===== config.mk =====
export PLATFORM = sky130hd
export DESIGN_NAME = trcd_top
export DESIGN_NICKNAME = d
export VERILOG_FILES = /design/src/rtl/trcd_pkg.sv /design/src/rtl/trcd_term_if.sv /design/src/rtl/trcd_debounce.sv /design/src/rtl/trcd_top.sv
export VERILOG_INCLUDE_DIRS = /design/src /design/src/rtl
export SDC_FILE = /design/constraint.sdc
export NUM_CORES = 1
export LEC_CHECK = 0
export BUFFER_PORTS_ARGS = -buffer_cell sky130_fd_sc_hd__buf_2
export CAP_MARGIN = 20
export CORE_MARGIN = 4
export CORE_UTILIZATION = 46
export DETAILED_ROUTE_END_ITERATION = 10
export PLACE_DENSITY = 0.64
export SYNTH_ARGS = -nofsm -noshare
export SYNTH_HDL_FRONTEND = slang
export SYNTH_SLANG_ARGS = --single-unit

===== constraint.sdc =====
create_clock -name sys_clk -period 25.5 [get_ports sys_clk]
set_input_delay 1.275 -clock sys_clk [delete_from_list [all_inputs] [get_ports sys_clk]]
set_output_delay 1.275 -clock sys_clk [all_outputs]
set_load 0.01 [all_outputs]

===== src/rtl/trcd_defs.svh =====
// Purpose: constants for the terminal run command decoder
// Assumes: 40 MHz system clock
// Notes: every offset, default and timing count lives here
//
// Contract
// RULE_01 - Mode selector picks six behaviours, default zero
// RULE_02 - Two-wire 1: function 1 forward, 2 reverse
// RULE_03 - Two-wire 1: both active keeps first direction
// RULE_04 - Two-wire 2: function 1 enables, 2 selects direction
// RULE_05 - Three-wire 1: enable first, edges start directions
// RULE_06 - Three-wire modes stop when enable opens
// RULE_07 - Three-wire 2: run edge starts, direction follows level
// RULE_08 - Three-wire 2: only run input edge sensitive
// RULE_09 - Three-wire 1, alternate: edges for fwd/rev, enable level
// RULE_10 - Alternate: edges toggle start and stop
// RULE_11 - Alternate: opening enable always stops
// RULE_12 - Back-and-forth: enable runs remembered direction, forward first
// RULE_13 - Back-and-forth: edge reverses after minimum interval
// RULE_14 - Command roles only on base and pulse inputs
// RULE_15 - Function selectors 0..63 with given defaults
// RULE_16 - Function 0 input is ignored
// RULE_17 - Function 3 is the three-wire enable
// RULE_18 - Function 4 requests forward jog
// RULE_19 - Expansion card adds three inputs
// RULE_20 - Function 6 blocks output, coast stop
// RULE_21 - Function 7 pauses and later resumes
// RULE_22 - Function 8 clears fault like keypad
// RULE_23 - Function 9 raises external fault alarm
// RULE_24 - Inputs synchronised and debounced before use
`ifndef TRCD_DEFS_SVH
`define TRCD_DEFS_SVH

`define TRCD_N_TERM 9
`define TRCD_N_CMD_TERM 6
`define TRCD_FSEL_W 6
`define TRCD_MODE_RST 3'h0

`define TRCD_FN_NONE 6'h00
`define TRCD_FN_FWD 6'h01
`define TRCD_FN_REV 6'h02
`define TRCD_FN_ENABLE 6'h03
`define TRCD_FN_JOG_FWD 6'h04
`define TRCD_FN_JOG_REV 6'h05
`define TRCD_FN_COAST 6'h06
`define TRCD_FN_PAUSE 6'h07
`define TRCD_FN_FAULT_RST 6'h08
`define TRCD_FN_EXT_FAULT 6'h09

`define TRCD_FSEL1_RST 6'h01
`define TRCD_FSEL2_RST 6'h02
`define TRCD_FSEL3_RST 6'h04
`define TRCD_FSEL4_RST 6'h06
`define TRCD_FSEL5_RST 6'h08
`define TRCD_FSEL_PULSE_RST 6'h00
`define TRCD_FSEL_EXP_RST 6'h00
`define TRCD_INTERVAL_RST 16'h0000

`define TRCD_CLK_PERIOD_NS 25
`define TRCD_DEB_TIME_NS 5000000
`define TRCD_DEB_CYCLES (`TRCD_DEB_TIME_NS / `TRCD_CLK_PERIOD_NS)
`define TRCD_MS_NS 1000000
`define TRCD_MS_CYCLES (`TRCD_MS_NS / `TRCD_CLK_PERIOD_NS)
`define TRCD_DEB_CNT_W 18
`define TRCD_MS_CNT_W 16

`endif


===== src/rtl/trcd_pkg.sv =====
// Purpose: types for the terminal run command decoder
// Assumes: nothing
// Notes: mode encoding follows enum order
package trcd_pkg;
	typedef enum logic [2:0] {
		TWO_WIRE_1,
		TWO_WIRE_2,
		THREE_WIRE_1,
		THREE_WIRE_2,
		ALTERNATE,
		BACK_FORTH
	} trcd_mode_t;
endpackage


===== src/rtl/trcd_term_if.sv =====
// Purpose: carries debounced terminal levels and rising edges
// Assumes: single clock
// Notes: rise is a one-cycle pulse aligned with level going high
`timescale 1ns/100ps
interface trcd_term_if;
	logic [8:0] level;
	logic [8:0] rise;
	modport src (output level, output rise);
	modport dst (input level, input rise);
endinterface


===== src/rtl/trcd_debounce.sv =====
// Purpose: synchronise and debounce the terminal inputs
// Assumes: raw inputs are asynchronous contacts
// Notes: a level is accepted once stable for DEB_CYCLES cycles
`timescale 1ns/100ps
`include "trcd_defs.svh"
module trcd_debounce #(
	parameter int DEB_CYCLES = `TRCD_DEB_CYCLES
) (
	input wire logic sys_clk, // System clock
	input wire logic rst_n, // Synchronised reset
	input wire logic [8:0] raw, // Terminal pins
	trcd_term_if.src term // Clean levels and edges
);
	genvar i;
	generate
		for (i = 0; i < `TRCD_N_TERM; i++) begin : g_ch
			logic meta;
			logic sync;
			logic stable;
			logic edge_q;
			logic [`TRCD_DEB_CNT_W-1:0] cnt;
			wire differs = sync != stable;
			wire settled = cnt == `TRCD_DEB_CNT_W'(DEB_CYCLES - 1);
			always_ff @(posedge sys_clk or negedge rst_n) begin
				if (!rst_n) begin
					meta <= 1'b0;
					sync <= 1'b0;
					stable <= 1'b0;
					edge_q <= 1'b0;
					cnt <= '0;
				end else begin
					meta <= raw[i]; // [RULE_24]
					sync <= meta;
					edge_q <= differs && settled && sync; // [RULE_24]
					if (!differs) begin
						cnt <= '0;
					end else if (settled) begin
						stable <= sync;
						cnt <= '0;
					end else begin
						cnt <= cnt + 1'b1;
					end
				end
			end
			assign term.level[i] = stable;
			assign term.rise[i] = edge_q;
		end
	endgenerate
endmodule


===== src/rtl/trcd_top.sv =====
// Purpose: decode terminal inputs into run, stop and direction commands
// Assumes: configuration ports driven from logic on sys_clk
// Notes: configuration is captured on cfg_load; defaults apply after reset
`timescale 1ns/100ps
`include "trcd_defs.svh"
module trcd_top #(
	parameter int DEB_CYCLES = `TRCD_DEB_CYCLES,
	parameter int MS_CYCLES = `TRCD_MS_CYCLES
) (
	input wire logic sys_clk, // 40 MHz clock
	input wire logic arst_n, // Asynchronous reset, active low
	input wire logic [4:0] base_digital_inputs, // Base terminal pins
	input wire logic high_speed_pulse_input, // Pulse-capable pin
	input wire logic [2:0] expansion_digital_inputs, // Expansion pins
	input wire logic expansion_card_present, // Card fitted pin
	input wire logic cfg_load, // Capture configuration
	input wire logic [2:0] terminal_command_mode_sel, // Command mode
	input wire logic [5:0] input1_function_sel, // Base input 1 role
	input wire logic [5:0] input2_function_sel, // Base input 2 role
	input wire logic [5:0] input3_function_sel, // Base input 3 role
	input wire logic [5:0] input4_function_sel, // Base input 4 role
	input wire logic [5:0] input5_function_sel, // Base input 5 role
	input wire logic [5:0] pulse_input_function_sel, // Pulse input role
	input wire logic [17:0] expansion_function_sel, // Three 6-bit roles
	input wire logic [15:0] reversal_min_interval, // Milliseconds
	input wire logic keypad_fault_reset, // Keypad reset pulse
	output logic run_cmd, // Drive runs
	output logic run_reverse, // Direction, high is reverse
	output logic jog_forward, // Forward jog request
	output logic jog_reverse, // Reverse jog request
	output logic output_block, // Coast, output blocked
	output logic pause_active, // Run pause in force
	output logic fault_clear, // Fault reset pulse
	output logic ext_fault_alarm // External fault latched
);
	////////////////////////////////////////////////////////////////////
	// Reset leaves through two flops so every register releases on one edge
	logic rst_meta;
	logic rst_n;
	always_ff @(posedge sys_clk or negedge arst_n) begin
		if (!arst_n) begin
			rst_meta <= 1'b0;
			rst_n <= 1'b0;
		end else begin
			rst_meta <= 1'b1;
			rst_n <= rst_meta;
		end
	end

	// Card detect is an asynchronous pin like the terminals
	logic card_meta;
	logic card_ok;
	always_ff @(posedge sys_clk or negedge rst_n) begin
		if (!rst_n) begin
			card_meta <= 1'b0;
			card_ok <= 1'b0;
		end else begin
			card_meta <= expansion_card_present;
			card_ok <= card_meta;
		end
	end

	////////////////////////////////////////////////////////////////////
	trcd_pkg::trcd_mode_t mode;
	logic [8:0][5:0] fsel;
	logic [15:0] min_interval;
	// A constant, so the asynchronous reset branch loads no logic
	localparam logic [8:0][5:0] fsel_rst = {{3{`TRCD_FSEL_EXP_RST}}, `TRCD_FSEL_PULSE_RST,
		`TRCD_FSEL5_RST, `TRCD_FSEL4_RST, `TRCD_FSEL3_RST, `TRCD_FSEL2_RST,
		`TRCD_FSEL1_RST};
	wire [8:0][5:0] fsel_in = {expansion_function_sel, pulse_input_function_sel,
		input5_function_sel, input4_function_sel, input3_function_sel,
		input2_function_sel, input1_function_sel};

	always_ff @(posedge sys_clk or negedge rst_n) begin
		if (!rst_n) begin
			mode <= trcd_pkg::trcd_mode_t'(`TRCD_MODE_RST); // [RULE_01]
			min_interval <= `TRCD_INTERVAL_RST;
		end else if (cfg_load) begin
			mode <= trcd_pkg::trcd_mode_t'(terminal_command_mode_sel);
			min_interval <= reversal_min_interval;
		end
	end

	always_ff @(posedge sys_clk or negedge rst_n) begin
		if (!rst_n) begin
			fsel <= fsel_rst; // [RULE_15]
		end else if (cfg_load) begin
			fsel <= fsel_in; // [RULE_15]
		end
	end

	////////////////////////////////////////////////////////////////////
	trcd_term_if term ();

	trcd_debounce #(
		.DEB_CYCLES(DEB_CYCLES)
	) u_deb (
		.sys_clk(sys_clk),
		.rst_n(rst_n),
		.raw({expansion_digital_inputs, high_speed_pulse_input, base_digital_inputs}),
		.term(term)
	); // [RULE_24]

	// Command roles only from the six on-board terminals
	wire [8:0] cmd_mask = {3'h0, 6'h3F}; // [RULE_14]
	// Expansion terminals count only while the card is fitted
	wire [8:0] any_mask = {{3{card_ok}}, 6'h3F}; // [RULE_19]

	function automatic logic fn_hit(input logic [8:0] v, input logic [8:0][5:0] sel,
		input logic [8:0] mask, input logic [5:0] code);
		logic hit;
		hit = 1'b0;
		for (int k = 0; k < `TRCD_N_TERM; k++) begin
			// Code 0 never matches a real role, so unused inputs stay inert
			if (mask[k] && sel[k] == code && code != `TRCD_FN_NONE) begin // [RULE_16]
				hit = hit | v[k];
			end
		end
		return hit;
	endfunction

	// Each role is the OR of every enabled terminal that carries it
	wire fwd_lv = fn_hit(term.level, fsel, cmd_mask, `TRCD_FN_FWD);
	wire rev_lv = fn_hit(term.level, fsel, cmd_mask, `TRCD_FN_REV);
	wire en_lv = fn_hit(term.level, fsel, cmd_mask, `TRCD_FN_ENABLE); // [RULE_17]
	wire fwd_rise = fn_hit(term.rise, fsel, cmd_mask, `TRCD_FN_FWD);
	wire rev_rise = fn_hit(term.rise, fsel, cmd_mask, `TRCD_FN_REV);
	wire jogf_lv = fn_hit(term.level, fsel, any_mask, `TRCD_FN_JOG_FWD);
	wire jogr_lv = fn_hit(term.level, fsel, any_mask, `TRCD_FN_JOG_REV);
	wire coast_lv = fn_hit(term.level, fsel, any_mask, `TRCD_FN_COAST);
	wire pause_lv = fn_hit(term.level, fsel, any_mask, `TRCD_FN_PAUSE);
	wire frst_rise = fn_hit(term.rise, fsel, any_mask, `TRCD_FN_FAULT_RST);
	wire xflt_rise = fn_hit(term.rise, fsel, any_mask, `TRCD_FN_EXT_FAULT);
	wire any_rise = fwd_rise | rev_rise;

	////////////////////////////////////////////////////////////////////
	// Millisecond timebase and time since last reversal
	logic [`TRCD_MS_CNT_W-1:0] ms_div;
	logic [15:0] since_rev;
	wire ms_tick = ms_div == `TRCD_MS_CNT_W'(MS_CYCLES - 1);
	wire rev_allowed = since_rev > min_interval; // [RULE_13]

	logic run;
	logic dir;
	logic next_run;
	logic next_dir;
	logic do_reverse;

	always_ff @(posedge sys_clk or negedge rst_n) begin
		if (!rst_n) begin
			ms_div <= '0;
		end else begin
			ms_div <= ms_tick ? '0 : ms_div + 1'b1;
		end
	end

	// Starts saturated so the first reversal after reset is held off only when min_interval is 16'hFFFF
	always_ff @(posedge sys_clk or negedge rst_n) begin
		if (!rst_n) begin
			since_rev <= 16'hFFFF;
		end else if (do_reverse) begin
			since_rev <= 16'h0000; // [RULE_13]
		end else if (ms_tick && since_rev != 16'hFFFF) begin
			since_rev <= since_rev + 16'h0001;
		end
	end

	////////////////////////////////////////////////////////////////////
	always_comb begin
		next_run = run;
		next_dir = dir;
		do_reverse = 1'b0;
		unique case (mode)
			trcd_pkg::TWO_WIRE_1: begin
				next_run = fwd_lv | rev_lv; // [RULE_02]
				if (fwd_lv && !rev_lv) begin
					next_dir = 1'b0; // [RULE_02]
				end else if (rev_lv && !fwd_lv) begin
					next_dir = 1'b1;
				end else if (fwd_lv && rev_lv && !run) begin
					// Both arriving together from stop: forward wins
					next_dir = fwd_rise ? 1'b0 : dir; // [RULE_03]
				end
			end
			trcd_pkg::TWO_WIRE_2: begin
				next_run = fwd_lv; // [RULE_04]
				next_dir = rev_lv; // [RULE_04]
			end
			trcd_pkg::THREE_WIRE_1: begin
				if (!en_lv) begin
					next_run = 1'b0; // [RULE_06]
				end else if (fwd_rise) begin
					next_run = 1'b1; // [RULE_05] [RULE_09]
					next_dir = 1'b0;
				end else if (rev_rise) begin
					next_run = 1'b1; // [RULE_05] [RULE_09]
					next_dir = 1'b1;
				end
			end
			trcd_pkg::THREE_WIRE_2: begin
				next_dir = rev_lv; // [RULE_07] [RULE_08]
				if (!en_lv) begin
					next_run = 1'b0; // [RULE_06]
				end else if (fwd_rise) begin
					next_run = 1'b1; // [RULE_07] [RULE_08]
				end
			end
			trcd_pkg::ALTERNATE: begin
				if (!en_lv) begin
					next_run = 1'b0; // [RULE_11]
				end else if (any_rise) begin
					next_run = !run; // [RULE_10] [RULE_09]
					if (!run) begin
						next_dir = !fwd_rise; // [RULE_10]
					end
				end
			end
			trcd_pkg::BACK_FORTH: begin
				next_run = en_lv; // [RULE_12]
				if (en_lv && run && any_rise && rev_allowed) begin
					do_reverse = 1'b1;
					next_dir = !dir; // [RULE_13]
				end
			end
			default: begin
				next_run = 1'b0;
			end
		endcase
		// A coast stop drops the latched run so it does not resume by itself in the three-wire and alternate modes
		if (coast_lv) begin
			next_run = 1'b0; // [RULE_20]
		end
	end

	// Direction resets to forward, giving the first back-and-forth run
	always_ff @(posedge sys_clk or negedge rst_n) begin
		if (!rst_n) begin
			run <= 1'b0;
			dir <= 1'b0; // [RULE_12]
		end else begin
			run <= next_run;
			dir <= next_dir;
		end
	end

	////////////////////////////////////////////////////////////////////
	// Pause masks the command only; run and dir keep evolving and resume
	wire next_run_cmd = run && !pause_lv && !coast_lv; // [RULE_21]
	wire next_fault_clear = frst_rise | keypad_fault_reset; // [RULE_22]

	always_ff @(posedge sys_clk or negedge rst_n) begin
		if (!rst_n) begin
			run_cmd <= 1'b0;
			run_reverse <= 1'b0;
		end else begin
			run_cmd <= next_run_cmd; // [RULE_21]
			run_reverse <= dir;
		end
	end

	always_ff @(posedge sys_clk or negedge rst_n) begin
		if (!rst_n) begin
			jog_forward <= 1'b0;
			jog_reverse <= 1'b0;
		end else begin
			jog_forward <= jogf_lv; // [RULE_18]
			jog_reverse <= jogr_lv;
		end
	end

	// Block and pause stay separate levels so the drive side can tell them apart
	always_ff @(posedge sys_clk or negedge rst_n) begin
		if (!rst_n) begin
			output_block <= 1'b0;
			pause_active <= 1'b0;
		end else begin
			output_block <= coast_lv; // [RULE_20]
			pause_active <= pause_lv; // [RULE_21]
		end
	end

	// Clear pulse shared by the keypad and the terminal role; it lasts as long as the keypad input is held
	always_ff @(posedge sys_clk or negedge rst_n) begin
		if (!rst_n) begin
			fault_clear <= 1'b0;
		end else begin
			fault_clear <= next_fault_clear; // [RULE_22]
		end
	end

	// Set wins over clear so a fault arriving with a reset is not lost
	always_ff @(posedge sys_clk or negedge rst_n) begin
		if (!rst_n) begin
			ext_fault_alarm <= 1'b0;
		end else if (xflt_rise) begin
			ext_fault_alarm <= 1'b1; // [RULE_23]
		end else if (next_fault_clear) begin
			ext_fault_alarm <= 1'b0; // [RULE_22]
		end
	end
endmodule


== Word-level counts from Yosys, hierarchy flattened ==
Cells that the tools add are included.
W data, S select, Z words.

* Bitwise operators: 76
* Mux-type cells: 129
* Magnitude comparators: 1
* Divide/modulo/power cells: 0
* Shift-type cells: 0
* Equal/unequal tests: 108
* Multipliers: 0
* Add/subtract/negate cells: 11
* Reductions and logical operators: 69

{| class="wikitable"
|+ Operator list
! cell !! count
|-
| $mux W18 || 18
|-
| $eq A6 B3 Y1 const B || 36
|-
| $add A18 B1 Y18 const B || 9
|-
| $eq A18 B18 Y1 const B || 9
|-
| $eq A6 B4 Y1 const B || 18
|-
| $mux W1 || 106
|-
| $or A1 B1 Y1 || 76
|-
| $eq A6 B2 Y1 const B || 12
|-
| $mux W16 || 3
|-
| $logic_and A1 B1 Y1 || 46
|-
| $eq A6 B1 Y1 const B || 6
|-
| $add A16 B1 Y16 const B || 2
|-
| $reduce_and A2 Y1 || 9
|-
| $eq A16 B16 Y1 const B || 1
|-
| $gt A16 B16 Y1 || 1
|-
| $ne A16 B16 Y1 const B || 1
|-
| $ne A4 B4 Y1 const B || 4
|-
| $ne A2 B2 Y1 const B || 5
|-
| $ne A1 B1 Y1 || 9
|-
| $reduce_and A9 Y1 || 1
|-
| $logic_not A1 Y1 || 7
|-
| $eq A3 B2 Y1 const B || 2
|-
| $eq A3 B3 Y1 const B || 2
|-
| $pmux W1 S6 || 1
|-
| 9 further kinds || 10
|}

* Memories kept: 0
* Latch bits: 0
* Input port bits: 87
* Bits in registers: 317
* Output and inout port bits: 8
* Logic and storage cells: 466
* RAM bits: 0
* ROM bits: 0

== Depth between registers and ports, before layout ==
* Word-level depth: 21
* Gate-level depth with buffers: 12
* Gate-level depth less buffers: 12

== Cells and area by module ==
A second synthesis with hierarchy kept.

* Cell total of the unflattened synthesis: 1521
* Area, all modules: 15648.8 um2

{| class="wikitable"
|+ Modules (own cells, without submodules)
! module !! area an instance (um2) !! cells an instance !! instances
|-
| trcd_debounce || 9342.7 || 910 || 1
|-
| trcd_top || 6306.0 || 611 || 1
|}

== Least setup slack after synthesis ==
OpenSTA, ideal clock, no wires.

* Path type: register -> register
* Start: register fsel[20] in the netlist's numbering
* End: register dir
* Data arrival time: 2.463 ns
* Buffers on the path: 0
* Cell stages (with the launch flop): 12
* Required time: 25.372 ns
* Period minus slack after synthesis: 2.590 ns
* Path slack: 22.910 ns
* Cells stage by stage: dfstp_2 > and2b_1 > a22oi_1 > nand2_1 > a221oi_1 > inv_1 > ha_1 > nor2b_1 > o32ai_1 > a22oi_1 > o211ai_1 > mux2_1

* Word-level cells in the longest chain between the ends: 11

{| class="wikitable"
|+ Ends and longest elaborated chain
! item !! RTL line !! RTL
|-
| start: declaration || trcd_top.sv:65 || <nowiki>logic [8:0][5:0] fsel;</nowiki>
|-
| start signal: assignment || trcd_top.sv:87 || <nowiki>fsel <= fsel_rst;</nowiki>
|-
| start signal: assignment || trcd_top.sv:89 || <nowiki>fsel <= fsel_in;</nowiki>
|-
| $eq A6 B1 Y1 or $eq A6 B2 Y1 (tied branches) || trcd_top.sv:116 || <nowiki>if (mask[k] && sel[k] == code && code != `TRCD_FN_NONE) begin</nowiki>
|-
| $mux W1 || trcd_top.sv:116 ||
|-
| $or A1 B1 Y1 || trcd_top.sv:117 || <nowiki>hit = hit | v[k];</nowiki>
|-
| $mux W1 || trcd_top.sv:116 ||
|-
| $or A1 B1 Y1 || trcd_top.sv:117 ||
|-
| $mux W1 || trcd_top.sv:116 ||
|-
| $logic_not A1 Y1 (tied with other cells) || trcd_top.sv:215 || <nowiki>next_dir = !fwd_rise;</nowiki>
|-
| $mux W1 (tied with other cells) || trcd_top.sv:214 || <nowiki>if (!run) begin</nowiki>
|-
| $mux W1 (tied with other cells) || trcd_top.sv:212 || <nowiki>end else if (any_rise) begin</nowiki>
|-
| $mux W1 (tied with other cells) || trcd_top.sv:210 || <nowiki>if (!en_lv) begin</nowiki>
|-
| $pmux W1 S5 or $reduce_and A9 Y1 (tied branches) || -- ||
|-
| end signal: assignment || trcd_top.sv:243 || <nowiki>dir <= next_dir;</nowiki>
|-
| end: declaration || trcd_top.sv:145 || <nowiki>logic dir;</nowiki>
|}

Parallel ways exist; a longest one is shown, timed or not. The select of a mux whose other input is x is not followed.
A chain may end at the register's enable or synchronous reset.

== Final worst setup path ==
* Start: register u_deb.g_ch[3].stable
* End: register dir

* Word-level cells in the longest chain between the ends: 11

{| class="wikitable"
|+ Ends and longest elaborated chain
! item !! RTL line !! RTL
|-
| start: declaration || trcd_debounce.sv:19 || <nowiki>logic stable;</nowiki>
|-
| start signal: assignment || trcd_debounce.sv:38 || <nowiki>stable <= sync;</nowiki>
|-
| $or A1 B1 Y1 || trcd_top.sv:117 ||
|-
| $mux W1 || trcd_top.sv:116 ||
|-
| $or A1 B1 Y1 || trcd_top.sv:117 ||
|-
| $mux W1 || trcd_top.sv:116 ||
|-
| $or A1 B1 Y1 || trcd_top.sv:117 ||
|-
| $mux W1 || trcd_top.sv:116 ||
|-
| $logic_not A1 Y1 or $logic_and A1 B1 Y1 (tied branches) || trcd_top.sv:179, trcd_top.sv:221 ||
|-
| $logic_and A1 B1 Y1 (on tied branches) || trcd_top.sv:179, trcd_top.sv:221 ||
|-
| $mux W1 or $logic_and A1 B1 Y1 (tied branches) || trcd_top.sv:179, trcd_top.sv:221 ||
|-
| $mux W1 or $ne A2 B2 Y1 (tied branches) || -- ||
|-
| $pmux W1 S5 or $reduce_and A9 Y1 (tied branches) || -- ||
|}

Parallel ways exist; a longest one is shown, timed or not.

==> metrics.md <==
| Metric | Value |
|---|---|
| Crit Path Class | flop to flop |
| Worst-path clk slew | 60 ps |
| EDFF count, synth | 0 |
| Root buf cell | clkbuf_16 |
| Post-synthesis register bit count | 317 |
| Min Tclk post-route | 2908 ps |
| Synth warn | 0 |
| Hold-fix buffers, CTS | 0 |
| Post-route ant nets | 0 |
| I/O pin count | 95 |
| Status | complete, no violations |
| Critical path's top delay family | compound AO/OA/AOI/OAI gates |
| Initial Util | 46.43% |
| Power Density | 66.38 nW/µm² |
| RD Place Congestion | 0.8898 |
| Initial antenna violation count | 8 |
| Most used cell along the critical path | a22oi_1 |
| DR WL/cell | 15.45 µm |
| Reg-to-reg startpoint | u_deb.g_ch[3].stable |
| Die Area | 35720 µm² |
| Hold Path Origin | u_deb.g_ch[7].meta |
| Synth cell types | 65 |
| GR Overflow Total | 0 |
| Gate count after technology mapping | 1437 |
| CP startpoint kind | flop |
| Overall routing resource usage | 17.35% |
| Fmax | 343.8 MHz |
| Clk sink count | 317 |
| Routed via count | 10500 |
| Fin. Hold Viols | 0 |
| DP Worst Slack | 22620 ps |
| VDD IR max | 55.42 µV |
| Drt drc | 0 |
| Mapped Area | 15070 µm² |
| Setup crit end kind | flop |
| Largest net degree at the start of global routing | 191 |
| H-tree levels | 2 |
| Crit share post-route | 11.41% |
| Clock buffer depth | 3 |
| Commonest non-fill, non-tap cell in the layout | dfrtp_1 |
| Setup_tns | 0 ps |
| Worst skew pair latency | 530 ps |
| Layout overhead on the synthesized area | 14.55% |
| Worst Skew | 21.60 ps |
| Crit-path max FO | 5 |
| Pins over their slew limit | 0 |
| Die X | 189.0 µm |
| Commonest cells after routing, fill and taps aside | dfrtp_1 (294), nor2_1 (220), nand3_1 (134) |
| Fin nets | 1657 |
| CP Cell Sequence | nor4b_2 -> and2b_1 -> a22oi_1 -> nand2_1 -> a221oi_1 -> inv_1 -> ha_1 -> nor2b_1 -> o32ai_1 -> a22oi_1 -> o211ai_1 -> mux2_1 |
| Asr flop ratio synth | 100.0% |
| Final setup viols | 0 |
| Port bufs | 94 |
| Top FF cell, synth | dfrtp_1 |
| Worst stage delay on the critical path | 420 ps |
| Total nets after synthesis | 1555 |
| Rel. slew slack | 33.69% |
| CTS tree | yes |
| Worst path slowest cell | a221oi_1 |
| Core footprint | 32450 µm² |
| Drt initial violations | 570 |
| Syn avg cell area | 10.49 µm² |
| Setup Buffers After CTS | 0 |
| Final wirelength | 31040 µm |
| Hold WC Path Type | flop to flop |
| Cts bufs inserted | 36 |
| # rows | 66 |
| Dpl hpwl | 21580 µm |
| Post-CTS Resized | 0 |
| Ratio of cells with drive above 1 in the final layout | 17.62% |
| Unrepaired setup endpoints after global routing | false |
| Maxcap violations | 0 |
| Static Leak | 0.007618 µW |
| Crit path DAT | 3310 ps |
| Drt pass-1 iters | 5 |
| Die Y | 189.0 µm |
| Pin slew with the least headroom to its limit | 994.7 ps |
| Critical path origin | u_deb.g_ch[3].stable |
| Post-synthesis sequential area ratio | 52.82% |
| Worst Path Buf+Inv | 1 |
| Setup ws final | 22590 ps |
| Number of global-route vias before repair | 10450 |
| Vias per inst | 5.225 |
| WP data required | 25910 ps |
| First-pass GRT wire length | 51700 µm |
## metrics by stage
step	power (µW)	hold slack [ps]	util (%)	instance area, µm²	std cells
6_report	1146	346.3	53.19	17260	2009
4_1_cts	1164	343.7	53.18	17260	2008
3_5_place_dp	610.5	334.7	49.29	16000	1943
5_1_grt	1197	354.0	53.18	17260	2008
3_3_place_gp	608.5	331.8	49.29	16000	1943
2_1_floorplan	586.3	331.2	-	15070	1437
## where the power goes
part	switching (µW)	internal (µW)	total [µW]	leakage [µW]
registers	18.1	522	540	0.00412
logic	34.3	25.4	59.7	0.00289
clock network	203	343	546	0.000611
total	256	890	1150	0.00762
## registers in the layout, indices dropped and copies added, names as in the netlist
| signal | cells |
|---|---|
| ms_div | 16 |
| ext_fault_alarm | 1 |
| run_reverse | 1 |
| u_deb.g_ch.edge_q | 9 |
| run | 1 |
| run_cmd | 1 |
| rst_meta | 1 |
| rst_n | 1 |
| min_interval | 16 |
| fsel | 54 |
| jog_forward | 1 |
| card_ok | 1 |
| dir | 1 |
| jog_reverse | 1 |
| card_meta | 1 |
| output_block | 1 |
| u_deb.g_ch.meta | 9 |
| pause_active | 1 |
| u_deb.g_ch.stable | 9 |
| u_deb.g_ch.cnt | 162 |
| fault_clear | 1 |
| since_rev | 16 |
| u_deb.g_ch.sync | 9 |
| mode | 3 |
## kinds of logic (layout without fill, tap and decap cells)
group	Yosys count	in the layout	synth area share, %
simple gates	691	691	23.52
flops	317	317	52.82
xor+xnor	176	176	10.23
compound gates	82	82	3.753
mux	70	70	5.206
buf+inv	69	198	1.868
fa+ha+maj	31	31	2.574
other cells	1	2	0.02488
## cell usage after synthesis, drive strengths merged (12+ instances only)
cell / count / area share, %
dfstp: 22 / 3.8
o21ai: 27 / 0.90
inv: 34 / 0.85
mux2: 67 / 5.0
nor2: 230 / 5.9
xor2: 97 / 5.6
nor3b: 13 / 0.65
nand2: 91 / 2.3
a22oi: 16 / 0.80
nor3: 24 / 0.87
nor4b: 21 / 1.4
xnor2: 79 / 4.6
nor4: 12 / 0.68
nor2b: 30 / 1.2
dfrtp: 295 / 49
and3: 58 / 2.4
clkbuf: 32 / 0.82
ha: 31 / 2.6
nand3: 137 / 4.6
nand4: 34 / 1.5
## worst register-to-register path: cells and delay by family (launching register included)
kind / cells / cell delay [ps]
buffers and inverters: 1 / 130
adders and majority gates: 1 / 190
DFF: 1 / 410
AOI/OAI and AO/OA: 5 / 1090
muxes: 1 / 350
and+or+nand+nor: 4 / 620
## worst paths after layout
kind | to | depth (start not counted) | slack (ps)
max | dir | 12 | 22590
max reg2reg | dir | 12 | 22590
min | u_deb.g_ch[7].sync | 0 | 350
min reg2reg | u_deb.g_ch[7].sync | 0 | 350
min in group asynchronous | u_deb.g_ch[4].cnt[13] | 1 | 510
max in group asynchronous | u_deb.g_ch[0].cnt[10] | 2 | 23520
## cell type report
| class | instances | area (µm²) |
|---|---|---|
| repair buffers | 99 | 523.0 |
| clock inverters | 15 | 240.2 |
| well taps | 442 | 553.0 |
| multi-input cells | 1051 | 6828 |
| diodes | 1 | 2.502 |
| fillers | 2912 | 15190 |
| flip-flops and latches | 317 | 7964 |
| inverters | 34 | 127.6 |
| clock buffers | 50 | 1025 |
## layer usage
layer	share of wire, %	global-route usage [%]	wire length (µm)
met1	47	23.71	14440
met2	46	27.75	14270
met3	4.8	4.388	1494
met4	2.3	4.849	727
met5	0.36	0	111
No activity file was read; power rests on OpenSTA's default activity.
